File: src/common/ssd_map.svh
// register offsets, reset values, status bit positions and capture sizes
// assumes byte offsets on an 8-bit register address, one word per register
`ifndef SSD_MAP_SVH
`define SSD_MAP_SVH

// register offsets
`define SSD_A_NOMINAL 8'h00
`define SSD_A_SWELL 8'h04
`define SSD_A_SAG 8'h08
`define SSD_A_STEP 8'h0C
`define SSD_A_HYST 8'h10
`define SSD_A_SS_PRIO 8'h14
`define SSD_A_TR_THR 8'h18
`define SSD_A_TR_PRIO 8'h1C
`define SSD_A_CUTOFF 8'h20
`define SSD_A_STATUS 8'h24
`define SSD_A_MASK 8'h28
`define SSD_A_STATE 8'h2C
`define SSD_A_REP_MAG 8'h30
`define SSD_A_REP_DUR 8'h34
`define SSD_A_SUB_CNT 8'h38
`define SSD_A_CTRL 8'h3C

// reset values
`define SSD_R_NOMINAL 16'h0000
`define SSD_R_SWELL 8'h6E
`define SSD_R_SAG 8'h5A
`define SSD_R_STEP 8'h0A
`define SSD_R_HYST 8'h02
`define SSD_R_PRIO 8'h00
`define SSD_R_TR_THR 8'h7D
`define SSD_R_CUTOFF 8'h00
`define SSD_R_CTRL 1'h0

// percent scale factor
`define SSD_PCT_FULL 9'h064

// status bit positions
`define SSD_ST_SAG 0
`define SSD_ST_SWELL 1
`define SSD_ST_END 2
`define SSD_ST_SUB 3
`define SSD_ST_TR 4
`define SSD_ST_SAG_CAP 5
`define SSD_ST_TR_CAP 6
`define SSD_ST_W 7

// capture geometry: input stream runs at the transient rate
`define SSD_IN_SPC 10'h200
`define SSD_SAG_SPC 10'h020
`define SSD_SAG_CYC 10'h036
`define SSD_TR_SPC 10'h200
`define SSD_TR_CYC 10'h004

`endif

File: src/common/ssd_pkg.sv
// types shared by the disturbance detector and its capture engine
// assumes ssd_map.svh provides the numeric constants
package ssd_pkg;

  // disturbance state of the sag/swell tracker
  typedef enum logic [1:0] {SSD_IDLE, SSD_SAG, SSD_SWELL} ssd_dist_t;

  // capture engine state
  typedef enum logic {SSD_CAP_IDLE, SSD_CAP_RUN} ssd_cap_st_t;

endpackage : ssd_pkg

File: src/common/ssd_cap_if.sv
// link between the detector and one waveform capture engine
// assumes both ends share the detector clock
`timescale 1ns/1ps
`default_nettype none

interface ssd_cap_if;
  logic start;
  logic smp_valid;
  logic [15:0] smp_data;
  logic busy;
  logic done;
  logic out_valid;
  logic [15:0] out_data;

  // detector side
  modport ctl (output start, output smp_valid, output smp_data,
    input busy, input done, input out_valid, input out_data);

  // capture engine side
  modport cap (input start, input smp_valid, input smp_data,
    output busy, output done, output out_valid, output out_data);
endinterface : ssd_cap_if

`default_nettype wire

File: src/core/ssd_capture.sv
// one waveform capture engine: decimates the sample stream and emits a
// fixed-length record; assumes samples arrive at the transient rate
`timescale 1ns/1ps
`default_nettype none
`include "ssd_map.svh"

module ssd_capture #(
  parameter logic [9:0] SPC = `SSD_SAG_SPC,
  parameter logic [9:0] CYC = `SSD_SAG_CYC
) (
  input wire logic clk,
  input wire logic reset,
  ssd_cap_if.cap cif
);
  import ssd_pkg::*;

  localparam logic [9:0] DECIM = 10'(`SSD_IN_SPC / SPC);
  localparam logic [19:0] LEN = 20'(SPC) * 20'(CYC);

  ssd_cap_st_t st_ff;
  logic [9:0] dec_ff;
  logic [19:0] n_ff;
  logic take;
  logic last;

  assign take = (st_ff == SSD_CAP_RUN) && cif.smp_valid && (dec_ff == 10'h000);
  assign last = take && (n_ff == LEN - 20'h00001);
  assign cif.busy = (st_ff == SSD_CAP_RUN);

  // run state: a start while running is ignored
  always_ff @(posedge clk or posedge reset)
  begin
    if (reset)
      st_ff <= SSD_CAP_IDLE;
    else
      case (st_ff)
        SSD_CAP_IDLE: if (cif.start) st_ff <= SSD_CAP_RUN;
        SSD_CAP_RUN: if (last) st_ff <= SSD_CAP_IDLE;
        default: st_ff <= SSD_CAP_IDLE;
      endcase
  end

  // decimation phase and sample count
  always_ff @(posedge clk or posedge reset)
  begin
    if (reset)
    begin
      dec_ff <= 10'h000;
      n_ff <= 20'h00000;
    end
    else if (st_ff == SSD_CAP_IDLE)
    begin
      dec_ff <= 10'h000;
      n_ff <= 20'h00000;
    end
    else if (cif.smp_valid)
    begin
      dec_ff <= (dec_ff == DECIM - 10'h001) ? 10'h000 : dec_ff + 10'h001;
      if (take) n_ff <= last ? 20'h00000 : n_ff + 20'h00001; // wrap at end
    end
  end

  // record output and end-of-record pulse
  always_ff @(posedge clk or posedge reset)
  begin
    if (reset)
    begin
      cif.out_valid <= 1'b0;
      cif.out_data <= 16'h0000;
      cif.done <= 1'b0;
    end
    else
    begin
      cif.out_valid <= take;
      if (take) cif.out_data <= cif.smp_data;
      cif.done <= last;
    end
  end
endmodule : ssd_capture

`default_nettype wire

File: src/core/ssd_top.sv
// sag, swell and transient detector with event log gate and two captures
// assumes sample magnitudes come from logic on clk, in volts like nominal
// Summary of operation
// - a sample above swell limit percent of nominal starts a swell.
// - a sample below sag limit percent of nominal starts a sag.
// - inside a disturbance a change of at least the step starts a sub-event.
// - a zero nominal voltage switches every detection off.
// - a sag or swell ends at or past its limit moved by the hysteresis, or when nominal is set to zero.
// - each finished sag or swell reports its extreme magnitude and duration.
// - the sag/swell priority is an 8-bit setting that resets to zero.
// - sag/swell events are logged only if priority exceeds the cutoff.
// - a sample at or above the transient threshold flags a transient.
// - transients are logged only if their priority exceeds the cutoff.
// - a sag captures 54 cycles at 32 samples per cycle.
// - a transient captures 4 cycles at 512 samples per cycle, apart.
// - one nominal setting is the reference of every comparison.
//
// Strobed register access and the register offsets are this design's own decisions.
`timescale 1ns/1ps
`default_nettype none
`include "ssd_map.svh"

module ssd_top (
  input wire logic clk,
  input wire logic reset,
  input wire logic [7:0] reg_addr,
  input wire logic [31:0] reg_wdata,
  input wire logic reg_wr,
  input wire logic reg_rd,
  output logic [31:0] reg_rdata,
  input wire logic smp_valid,
  input wire logic [15:0] smp_mag,
  output logic irq,
  output logic log_req,
  output logic log_kind,
  output logic [7:0] log_prio,
  output logic rep_valid,
  output logic rep_kind,
  output logic [15:0] rep_mag,
  output logic [31:0] rep_dur,
  output logic tr_active,
  output logic sag_cap_valid,
  output logic [15:0] sag_cap_data,
  output logic tr_cap_valid,
  output logic [15:0] tr_cap_data
);
  import ssd_pkg::*;

  // value times percent, kept at full width
  function automatic logic [24:0] ssd_scale(input logic [15:0] v,
                                            input logic [8:0] p);
    ssd_scale = v * p;
  endfunction : ssd_scale

  // distance between two scaled magnitudes
  function automatic logic [24:0] ssd_dist(input logic [24:0] a,
                                           input logic [24:0] b);
    ssd_dist = (a > b) ? a - b : b - a;
  endfunction : ssd_dist

  logic [15:0] nominal_ff;
  logic [7:0] swell_ff, sag_ff, step_ff, hyst_ff, ss_prio_ff;
  logic [7:0] tr_thr_ff, tr_prio_ff, cutoff_ff;
  logic export_en_ff;
  logic [`SSD_ST_W-1:0] status_ff, mask_ff, ev_set, nxt_status;
  ssd_dist_t dist_ff, nxt_dist;
  logic [15:0] ext_ff, ref_ff;
  logic [31:0] dur_ff;
  logic [15:0] sub_ff;
  logic tr_pend_ff;
  logic mon_en, cfg_ok, st_rd;
  logic [24:0] mag100, sag_thr, sag_end, swell_thr, swell_end, tr_thr;
  logic [24:0] step_thr;
  logic ss_start, ss_end, sub_hit, tr_hit, tr_start;
  logic ss_log, tr_log;

  ssd_cap_if sag_cif ();
  ssd_cap_if tr_cif ();

  // thresholds, all against the one nominal setting
  assign mon_en = (nominal_ff != `SSD_R_NOMINAL);
  assign mag100 = ssd_scale(smp_mag, `SSD_PCT_FULL);
  assign sag_thr = ssd_scale(nominal_ff, {1'b0, sag_ff});
  assign swell_thr = ssd_scale(nominal_ff, {1'b0, swell_ff});
  assign sag_end = ssd_scale(nominal_ff, 9'({1'b0, sag_ff} + {1'b0, hyst_ff}));
  assign swell_end = ssd_scale(nominal_ff,
    (swell_ff > hyst_ff) ? {1'b0, swell_ff - hyst_ff} : 9'h000);
  assign step_thr = ssd_scale(nominal_ff, {1'b0, step_ff});
  assign tr_thr = ssd_scale(nominal_ff, {1'b0, tr_thr_ff});

  // settings other than the mask and export enable are accepted only while export is off
  assign cfg_ok = reg_wr && !export_en_ff;
  assign st_rd = reg_rd && (reg_addr == `SSD_A_STATUS);

  // next disturbance state
  always_comb
  begin
    nxt_dist = dist_ff;
    if (!mon_en)
      nxt_dist = SSD_IDLE;
    else if (smp_valid)
      case (dist_ff)
        SSD_IDLE:
          if (mag100 < sag_thr) nxt_dist = SSD_SAG;
          else if (mag100 > swell_thr) nxt_dist = SSD_SWELL;
        SSD_SAG: if (mag100 >= sag_end) nxt_dist = SSD_IDLE;
        SSD_SWELL: if (mag100 <= swell_end) nxt_dist = SSD_IDLE;
        default: nxt_dist = SSD_IDLE;
      endcase
  end

  assign ss_start = (dist_ff == SSD_IDLE) && (nxt_dist != SSD_IDLE);
  assign ss_end = (dist_ff != SSD_IDLE) && (nxt_dist == SSD_IDLE);
  assign sub_hit = (dist_ff != SSD_IDLE) && smp_valid &&
    (nxt_dist == dist_ff) &&
    (ssd_dist(mag100, ssd_scale(ref_ff, `SSD_PCT_FULL)) >= step_thr);
  assign tr_hit = mon_en && smp_valid && (mag100 >= tr_thr);
  assign tr_start = tr_hit && !tr_active;
  assign ss_log = ss_end && (ss_prio_ff != 8'h00) &&
    (ss_prio_ff > cutoff_ff);
  assign tr_log = (tr_start || tr_pend_ff) && (tr_prio_ff != 8'h00) &&
    (tr_prio_ff > cutoff_ff);

  // disturbance state register
  always_ff @(posedge clk or posedge reset)
  begin
    if (reset)
      dist_ff <= SSD_IDLE;
    else
      dist_ff <= nxt_dist;
  end

  // extreme magnitude, duration in samples and sub-event tracking
  always_ff @(posedge clk or posedge reset)
  begin
    if (reset)
    begin
      ext_ff <= 16'h0000;
      ref_ff <= 16'h0000;
      dur_ff <= 32'h00000000;
      sub_ff <= 16'h0000;
    end
    else if (ss_start)
    begin
      ext_ff <= smp_mag;
      ref_ff <= smp_mag;
      dur_ff <= 32'h00000001;
      sub_ff <= 16'h0000;
    end
    else if (smp_valid && (dist_ff != SSD_IDLE) && (nxt_dist == dist_ff))
    begin
      if (dur_ff != 32'hFFFFFFFF) dur_ff <= dur_ff + 32'h00000001;
      if ((dist_ff == SSD_SAG) ? (smp_mag < ext_ff) : (smp_mag > ext_ff))
        ext_ff <= smp_mag;
      if (sub_hit)
      begin
        ref_ff <= smp_mag;
        sub_ff <= sub_ff + 16'h0001;
      end
    end
  end

  // report of a finished sag or swell
  always_ff @(posedge clk or posedge reset)
  begin
    if (reset)
    begin
      rep_valid <= 1'b0;
      rep_kind <= 1'b0;
      rep_mag <= 16'h0000;
      rep_dur <= 32'h00000000;
    end
    else
    begin
      rep_valid <= ss_end;
      if (ss_end)
      begin
        rep_kind <= (dist_ff == SSD_SWELL);
        rep_mag <= ext_ff;
        rep_dur <= dur_ff;
      end
    end
  end

  // transient level and a transient log held back behind a sag/swell log
  always_ff @(posedge clk or posedge reset)
  begin
    if (reset)
    begin
      tr_active <= 1'b0;
      tr_pend_ff <= 1'b0;
    end
    else
    begin
      if (!mon_en) tr_active <= 1'b0;
      else if (smp_valid) tr_active <= tr_hit;
      tr_pend_ff <= ss_log && tr_log;
    end
  end

  // event log request, sag/swell first
  always_ff @(posedge clk or posedge reset)
  begin
    if (reset)
    begin
      log_req <= 1'b0;
      log_kind <= 1'b0;
      log_prio <= 8'h00;
    end
    else
    begin
      log_req <= ss_log || tr_log;
      if (ss_log)
      begin
        log_kind <= 1'b0;
        log_prio <= ss_prio_ff;
      end
      else if (tr_log)
      begin
        log_kind <= 1'b1;
        log_prio <= tr_prio_ff;
      end
    end
  end

  // feed both capture engines, sag capture only on sags
  assign sag_cif.start = ss_start && (nxt_dist == SSD_SAG);
  assign sag_cif.smp_valid = smp_valid;
  assign sag_cif.smp_data = smp_mag;
  assign tr_cif.start = tr_start;
  assign tr_cif.smp_valid = smp_valid;
  assign tr_cif.smp_data = smp_mag;

  ssd_capture #(.SPC(`SSD_SAG_SPC), .CYC(`SSD_SAG_CYC)) u_sag_cap (
    .clk(clk),
    .reset(reset),
    .cif(sag_cif)
  );

  ssd_capture #(.SPC(`SSD_TR_SPC), .CYC(`SSD_TR_CYC)) u_tr_cap (
    .clk(clk),
    .reset(reset),
    .cif(tr_cif)
  );

  // capture streams registered out
  always_ff @(posedge clk or posedge reset)
  begin
    if (reset)
    begin
      sag_cap_valid <= 1'b0;
      sag_cap_data <= 16'h0000;
      tr_cap_valid <= 1'b0;
      tr_cap_data <= 16'h0000;
    end
    else
    begin
      sag_cap_valid <= sag_cif.out_valid;
      sag_cap_data <= sag_cif.out_data;
      tr_cap_valid <= tr_cif.out_valid;
      tr_cap_data <= tr_cif.out_data;
    end
  end

  // settings; export enable itself is always writable
  always_ff @(posedge clk or posedge reset)
  begin
    if (reset)
    begin
      nominal_ff <= `SSD_R_NOMINAL;
      swell_ff <= `SSD_R_SWELL;
      sag_ff <= `SSD_R_SAG;
      step_ff <= `SSD_R_STEP;
      hyst_ff <= `SSD_R_HYST;
      ss_prio_ff <= `SSD_R_PRIO;
      tr_thr_ff <= `SSD_R_TR_THR;
      tr_prio_ff <= `SSD_R_PRIO;
      cutoff_ff <= `SSD_R_CUTOFF;
      mask_ff <= {`SSD_ST_W{1'b0}};
      export_en_ff <= `SSD_R_CTRL;
    end
    else
    begin
      if (reg_wr && reg_addr == `SSD_A_CTRL) export_en_ff <= reg_wdata[0];
      if (reg_wr && reg_addr == `SSD_A_MASK)
        mask_ff <= reg_wdata[`SSD_ST_W-1:0];
      if (cfg_ok)
      begin
        if (reg_addr == `SSD_A_NOMINAL) nominal_ff <= reg_wdata[15:0];
        else if (reg_addr == `SSD_A_SWELL) swell_ff <= reg_wdata[7:0];
        else if (reg_addr == `SSD_A_SAG) sag_ff <= reg_wdata[7:0];
        else if (reg_addr == `SSD_A_STEP) step_ff <= reg_wdata[7:0];
        else if (reg_addr == `SSD_A_HYST) hyst_ff <= reg_wdata[7:0];
        else if (reg_addr == `SSD_A_SS_PRIO) ss_prio_ff <= reg_wdata[7:0];
        else if (reg_addr == `SSD_A_TR_THR) tr_thr_ff <= reg_wdata[7:0];
        else if (reg_addr == `SSD_A_TR_PRIO) tr_prio_ff <= reg_wdata[7:0];
        else if (reg_addr == `SSD_A_CUTOFF) cutoff_ff <= reg_wdata[7:0];
      end
    end
  end

  // sticky status: a new event wins over the read that clears it
  always_comb
  begin
    ev_set = {`SSD_ST_W{1'b0}};
    ev_set[`SSD_ST_SAG] = ss_start && (nxt_dist == SSD_SAG);
    ev_set[`SSD_ST_SWELL] = ss_start && (nxt_dist == SSD_SWELL);
    ev_set[`SSD_ST_END] = ss_end;
    ev_set[`SSD_ST_SUB] = sub_hit;
    ev_set[`SSD_ST_TR] = tr_start;
    ev_set[`SSD_ST_SAG_CAP] = sag_cif.done;
    ev_set[`SSD_ST_TR_CAP] = tr_cif.done;
    nxt_status = (st_rd ? {`SSD_ST_W{1'b0}} : status_ff) | ev_set;
  end

  // status and interrupt
  always_ff @(posedge clk or posedge reset)
  begin
    if (reset)
    begin
      status_ff <= {`SSD_ST_W{1'b0}};
      irq <= 1'b0;
    end
    else
    begin
      status_ff <= nxt_status;
      irq <= |(nxt_status & mask_ff);
    end
  end

  // read data, valid the cycle after the read strobe
  always_ff @(posedge clk or posedge reset)
  begin
    if (reset)
      reg_rdata <= 32'h00000000;
    else if (!reg_rd)
      reg_rdata <= 32'h00000000;
    else if (reg_addr == `SSD_A_NOMINAL) reg_rdata <= {16'h0000, nominal_ff};
    else if (reg_addr == `SSD_A_SWELL) reg_rdata <= {24'h000000, swell_ff};
    else if (reg_addr == `SSD_A_SAG) reg_rdata <= {24'h000000, sag_ff};
    else if (reg_addr == `SSD_A_STEP) reg_rdata <= {24'h000000, step_ff};
    else if (reg_addr == `SSD_A_HYST) reg_rdata <= {24'h000000, hyst_ff};
    else if (reg_addr == `SSD_A_SS_PRIO)
      reg_rdata <= {24'h000000, ss_prio_ff};
    else if (reg_addr == `SSD_A_TR_THR) reg_rdata <= {24'h000000, tr_thr_ff};
    else if (reg_addr == `SSD_A_TR_PRIO)
      reg_rdata <= {24'h000000, tr_prio_ff};
    else if (reg_addr == `SSD_A_CUTOFF) reg_rdata <= {24'h000000, cutoff_ff};
    else if (reg_addr == `SSD_A_STATUS) reg_rdata <= {25'h0000000, status_ff};
    else if (reg_addr == `SSD_A_MASK) reg_rdata <= {25'h0000000, mask_ff};
    else if (reg_addr == `SSD_A_STATE)
      reg_rdata <= {26'h0000000, tr_cif.busy, sag_cif.busy, tr_active,
                    mon_en, dist_ff};
    else if (reg_addr == `SSD_A_REP_MAG) reg_rdata <= {16'h0000, rep_mag};
    else if (reg_addr == `SSD_A_REP_DUR) reg_rdata <= rep_dur;
    else if (reg_addr == `SSD_A_SUB_CNT) reg_rdata <= {16'h0000, sub_ff};
    else if (reg_addr == `SSD_A_CTRL)
      reg_rdata <= {31'h00000000, export_en_ff};
    else
      reg_rdata <= 32'h00000000;
  end
endmodule : ssd_top

`default_nettype wire

File: config.mk
export PLATFORM = sky130hd
export DESIGN_NAME = ssd_top
export DESIGN_NICKNAME = d
export VERILOG_FILES = /design/src/common/ssd_pkg.sv /design/src/common/ssd_cap_if.sv /design/src/core/ssd_capture.sv /design/src/core/ssd_top.sv
export VERILOG_INCLUDE_DIRS = /design/src /design/src/common
export SDC_FILE = /design/constraint.sdc
export NUM_CORES = 2
export LEC_CHECK = 0
export BUFFER_PORTS_ARGS = -buffer_cell sky130_fd_sc_hd__buf_2
export CAP_MARGIN = 20
export CORE_ASPECT_RATIO = 1.2
export CORE_MARGIN = 4
export CORE_UTILIZATION = 60
export CTS_CLUSTER_SIZE = 30
export DETAILED_ROUTE_END_ITERATION = 8
export GPL_ROUTABILITY_DRIVEN = 0
export PLACE_DENSITY = 0.78
export SKIP_LAST_GASP = 1
export SLEW_MARGIN = 20
export SYNTH_ARGS = -nofsm -noshare
export SYNTH_HDL_FRONTEND = slang
export SYNTH_SLANG_ARGS = --single-unit
export TNS_END_PERCENT = 50
File: constraint.sdc
create_clock -name clk -period 15.55 [get_ports clk]
set_clock_uncertainty 0.2 [all_clocks]
set_input_delay 1.555 -clock clk [delete_from_list [all_inputs] [get_ports clk]]
set_output_delay 1.555 -clock clk [all_outputs]
set_load 0.005 [all_outputs]
* Word-level counts from Yosys, hierarchy flattened
Cells that the tools add are included.
Word-level totals: register bits 404, latch bits 0, memory bits (writable) 0, memory bits (read-only) 0, input bits 61, logic and storage cells 240, memories kept 0
Operators by class: add/sub/neg operators 10, multipliers 8, divide/modulo/power cells 0, order comparisons 12, eq/ne operators 29, shift-type cells 0, muxes and demuxes 66, bitwise operators 12, reduce and logical (&&, ||, !) cells 59
Operator list (count):
- $mux 32 | 18
- $mux 16 | 10
- $mux 20 | 8
- $mul 16x8->24 | 5
- $eq 8x6->1 const B | 8
- $mux 10 | 6
- $sub 23x23->24 | 2
- $mul 16x5->21 const B | 2
- $add 20x1->20 const B | 2
- $eq 20x11->1 const B | 2
- $add 32x1->32 const B | 1
- $eq 8x5->1 const B | 4
- $ne 32x32->1 const B | 1
- $ge 23x25->1 | 1
- $ge 25x24->1 | 1
- $logic_and 1x1->1 | 25
- $mul 16x9->25 | 1
- $mux 25 | 1
- $ge 23x24->1 | 1
- $gt 23x24->1 | 1
- $gt 8x8->1 | 3
- $le 23x24->1 | 1
- $lt 23x24->1 | 1
- $mux 8 | 3
- other kinds (40) | 88

* Longest topological paths before layout
word-level depth 18, mapped depth 47, mapped depth without buffers 42

* Modules after synthesis
A second synthesis with hierarchy kept.
Second synthesis, totals: cells, all modules 5616, area, all modules 51304.2 sq um
Modules (own cells, without submodules):
- ssd_top | times used 1, cells an instance 5122, area an instance 46428.3 sq um, sequential area each 7679.9 sq um
- ssd_capture at u_sag_cap | times used 1, cells an instance 268, area an instance 2469.9 sq um, sequential area each 1226.2 sq um
- ssd_capture at u_tr_cap | times used 1, cells an instance 226, area an instance 2406.1 sq um, sequential area each 1226.2 sq um

* Worst setup path after synthesis
No wires, ideal clock.
path type input -> register, start point input smp_mag[2], end point register ref_ff[1], arrival time 9175 ps, path slack 6045 ps, stages on the path 38, buffers on the path 5, cell sequence ha_1 ha_1 inv_1 fa_1 inv_1 ha_1 a21oi_1 o21ai_0 a21oi_1 o21bai_1 a311oi_1 nor2_1 a41oi_1 mux2_2 a2111o_1 ha_1 o41ai_1 o22a_1 (+2 left out) buf_1 a211oi_1 a21oi_1 xor2_1 ha_1 a211oi_1 nand2_1 o311a_1 o31ai_1 o41ai_1 or3_1 clkbuf_1 and2_1 buf_2 o21bai_1 buf_2 buf_6 mux2i_1
On the way: cells in the longest elaborated chain, start to end 12, elaborated cells between the ends (all ways) 26, those cells by class add/sub: 2; mul: 1; order compare: 6; eq/ne: 1; mux: 9; reduce/logical: 7
Ends and longest elaborated chain:
- start: declaration | RTL line ssd_top.sv:32 | input wire logic [15:0] smp_mag,
- $mul 16x5->21 (*) | RTL line ssd_top.sv:52 | ssd_scale = v * p;
- parallel branches: the longest is 11 deep, another holds $ge 25x24->1
- end signal: assignment | RTL line ssd_top.sv:146 | ref_ff <= smp_mag;
- end signal: assignment | RTL line ssd_top.sv:157 | ref_ff <= smp_mag;
- end: declaration | RTL line ssd_top.sv:67 | logic [15:0] ext_ff, ref_ff;
Every way passes the cells marked *. A chain may end at the register's enable or synchronous reset.

* Worst setup path in the final report
start point input smp_mag[2], end point register ref_ff[4]
The elaborated chain is that of the path after synthesis.

==> metrics.md <==
| Metric | Value |
|---|---|
| Hold Path Class | `reg2reg` |
| Most frequent cells in the layout | `inv_1, nand2_1, ha_1` |
| Post-Place Setup Slack | `3.77 ns` |
| Starting DRT DRC Count | `between 3000 and 4000` |
| Drt first pass iters | `7` |
| Sequential fraction of the synthesis area | `19.8%` |
| Die Width | `between 200 and 300 um` |
| CP endpoint kind | `flip-flop` |
| Post-synth net total | `6850` |
| Num ports | `189` |
| Initial antenna violation count | `4` |
| Setup Total Neg Slack | `0 ns` |
| Most common cell on crit path | `ha_1` |
| WL per Instance | `20.4 um` |
| Vias after detailed routing | `41200` |
| Num CTS Buffers | `44` |
| Row count | `116` |
| Async S/R FF share, synth | `100%` |
| EDFF count, synth | `0` |
| Reg clk slew, reported paths | `0.06 ns` |
| Clock period minus worst slack | `11.40 ns` |
| Sink Count | `404` |
| DIE AREA | `0.0899 mm^2` |
| Final net count | `about 6900` |
| Final setup viols | `0` |
| Fin. max-slew vios | `0` |
| Post-route clock period utilization | `73.3%` |
| Routed vias/inst | `6.01` |
| GRT overflow | `0` |
| Post-Syn Area | `a little over 0.05 mm^2` |
| Clock Latency Late Sink | `0.60 ns` |
| Max clock buf depth | `3` |
| Ys Warns | `0` |
| Remaining DRCs | `0` |
| Slew headroom | `22.9%` |
| Fin worst setup slack | `4.15 ns` |
| Worst IR drop on VDD | `0.832 mV` |
| Outcome | `finished clean` |
| WL final | `140 mm` |
| Hold-fix buffers, CTS | `0` |
| Total track usage | `31.3%` |
| Hpwl dp | `101 mm` |
| Max_cap viols | `0` |
| Top FF cell, synth | `dfrtp_1` |
| Final ANT Viol Nets | `0` |
| Max Fclk | `87.8 MHz` |
| Crit-path slowest cell | `and2_0` |
| Root Driver | `clkbuf_16` |
| LEAKAGE | `28.2 nW` |
| Avg Inst Size Synth | `9.05 um^2` |
| Worst Tran Pin Value | `1.16 ns` |
| Filler instances | `slightly below 7000` |
| Die Ht | `approximately 330 um` |
| Critical Path RT | `roughly 16 ns` |
| H-tree Lvls | `2` |
| Flops & latches, synth | `404` |
| Commonest non-fill, non-tap cell in the layout | `inv_1` |
| Type of the worst setup path | `in2reg` |
| Initial core utilization | `between 60% and 70%` |
| CTS tree | `yes` |
| Largest net degree at the start of global routing | `123` |
| Share of layout cells above drive strength 1 | `9.20%` |
| First-pass GRT wire length | `225 mm` |
| I/O Buffers | `~170` |
| Unrepaired setup endpoints after global routing | `false` |
| Worst path max stage delay | `0.87 ns` |
| Hold Vio Cnt, Final | `0` |
| CP Max Fanout | `22` |
| Pwr dens | `233 mW/mm^2` |
| Vias in the first global route | `42500` |
| Synth unique cells | `90` |
| Layout Area Growth over Synthesis | `6.60%` |
| Data arrival, critical path | `roughly 12 ns` |
| Core area | `between 0.08 and 0.09 mm^2` |
| Critical Path Source Type | `primary input` |
| Post-Synthesis Cells | `5648` |
| Resized cells post-CTS | `0` |
| # Post-CTS Setup Buffers | `0` |
==> logic make-up (layout without fill, tap and decap cells) <==
family                     after synthesis  count (layout)  synth area share (%)
xor gates and xnor gates               245             245                  4.20
other                                    0               5                     0
buffers and inverters                 1050            1131                  7.90
adders and majority gates             1141            1141                  35.9
AOI/OAI and AO/OA                      816             816                  10.4
DFF                                    404             404                  19.8
and+or+nand+nor                       1791            1791                  17.3
muxes                                  201             201                  4.39
==> worst paths after layout <==
check,startpoint,endpoint,cells past startpoint,slack (ns)
worst max-delay path,smp_mag[2],ref_ff[4]$_DFFE_PP0P_,37,4.15
worst min-delay path,u_tr_cap.cif.out_valid$_DFF_PP0_,tr_cap_valid$_DFF_PP0_,0,0.15
worst min register to register,u_tr_cap.cif.out_valid$_DFF_PP0_,tr_cap_valid$_DFF_PP0_,0,0.15
max in group asynchronous,reset,u_tr_cap.n_ff[7]$_DFFE_PP0P_,4,11.96
min in group asynchronous,reset,reg_rdata[17]$_DFF_PP0_,2,0.92
worst max register to register,swell_ff[1]$_DFFE_PP1P_,ref_ff[4]$_DFFE_PP0P_,39,4.41
==> cell type report <==
class / count / area [um^2] / share of cell area (%)
clock buffer: 60 / 1220 / 2.24
timing repair buffer: 242 / 1410 / 2.58
multi-input combinational: 4194 / 37000 / 67.9
sequential: 404 / 10100 / 18.6
tap: 1121 / 1400 / 2.58
antenna: 5 / 12.5 / 0.0230
inverter: 809 / 3050 / 5.59
clock inverter: 20 / 255 / 0.469
==> state kept, by name (all words and copies together), names as in the netlist, 20 cells and up <==
name / cells
reg_rdata: 32
u_tr_cap.n_ff: 20
rep_dur: 32
u_sag_cap.n_ff: 20
dur_ff: 32
==> per-stage QoR <==
step / util [%] / hold slack (ns) / instances / power (mW) / instance area, um^2
floorplan: - / 0.131 / 5648 / 9.01 / 51100
global placement: 63.1 / 0.133 / 6769 / 11.1 / 52900
detailed placement: 63.1 / 0.140 / 6769 / 11.3 / 52900
CTS: 64.9 / 0.154 / 6849 / 12.5 / 54400
global route: 64.9 / 0.153 / 6850 / 13.9 / 54500
finish: 64.9 / 0.151 / 6855 / 12.7 / 54500
==> power breakdown <==
group | internal (mW) | switching [mW]
logic | 4.01 | 6.17
registers | 1.23 | 0.187
clock network | 0.624 | 0.453
total | 5.87 | 6.81
==> per-layer routing <==
layer  wire length, um  GRT usage (%)
met2             67000           52.9
met5                13              0
met4              8840           16.0
met3             10900           5.99
met1             53000           38.4
==> cells in the mapped netlist, drive strengths merged (28+ instances only) <==
cell type | n | area share [%]
and3 | 64 | 0.78
dfrtp | 386 | 19
nand3 | 106 | 1.0
clkbuf | 198 | 1.5
mux2i | 49 | 0.96
buf | 43 | 0.49
a21o | 99 | 1.5
mux2 | 152 | 3.4
fa | 545 | 21
nor3 | 59 | 0.59
xnor2 | 101 | 1.7
nor2b | 32 | 0.39
a21oi | 214 | 2.1
o21ai | 195 | 1.9
inv | 809 | 5.9
nand2b | 47 | 0.58
o21a | 31 | 0.46
nor4 | 28 | 0.36
ha | 596 | 15
nor2 | 263 | 1.9
and2 | 406 | 5.0
o21bai | 30 | 0.44
xor2 | 144 | 2.5
nand2 | 641 | 4.7
a211oi | 36 | 0.54
nand4 | 66 | 0.81
==> critical path: cells and delay by family <==
kind | cells | cell delay (ns)
AND/OR/NAND/NOR | 12 | 3.16
adder cells (fa/ha/maj) | 6 | 2.02
buffers and inverters | 4 | 0.83
multiplexers | 2 | 0.74
AO/OA/AOI/OAI | 12 | 3.12
XOR/XNOR | 1 | 0.19
No activity file was read; power rests on OpenSTA's default activity.
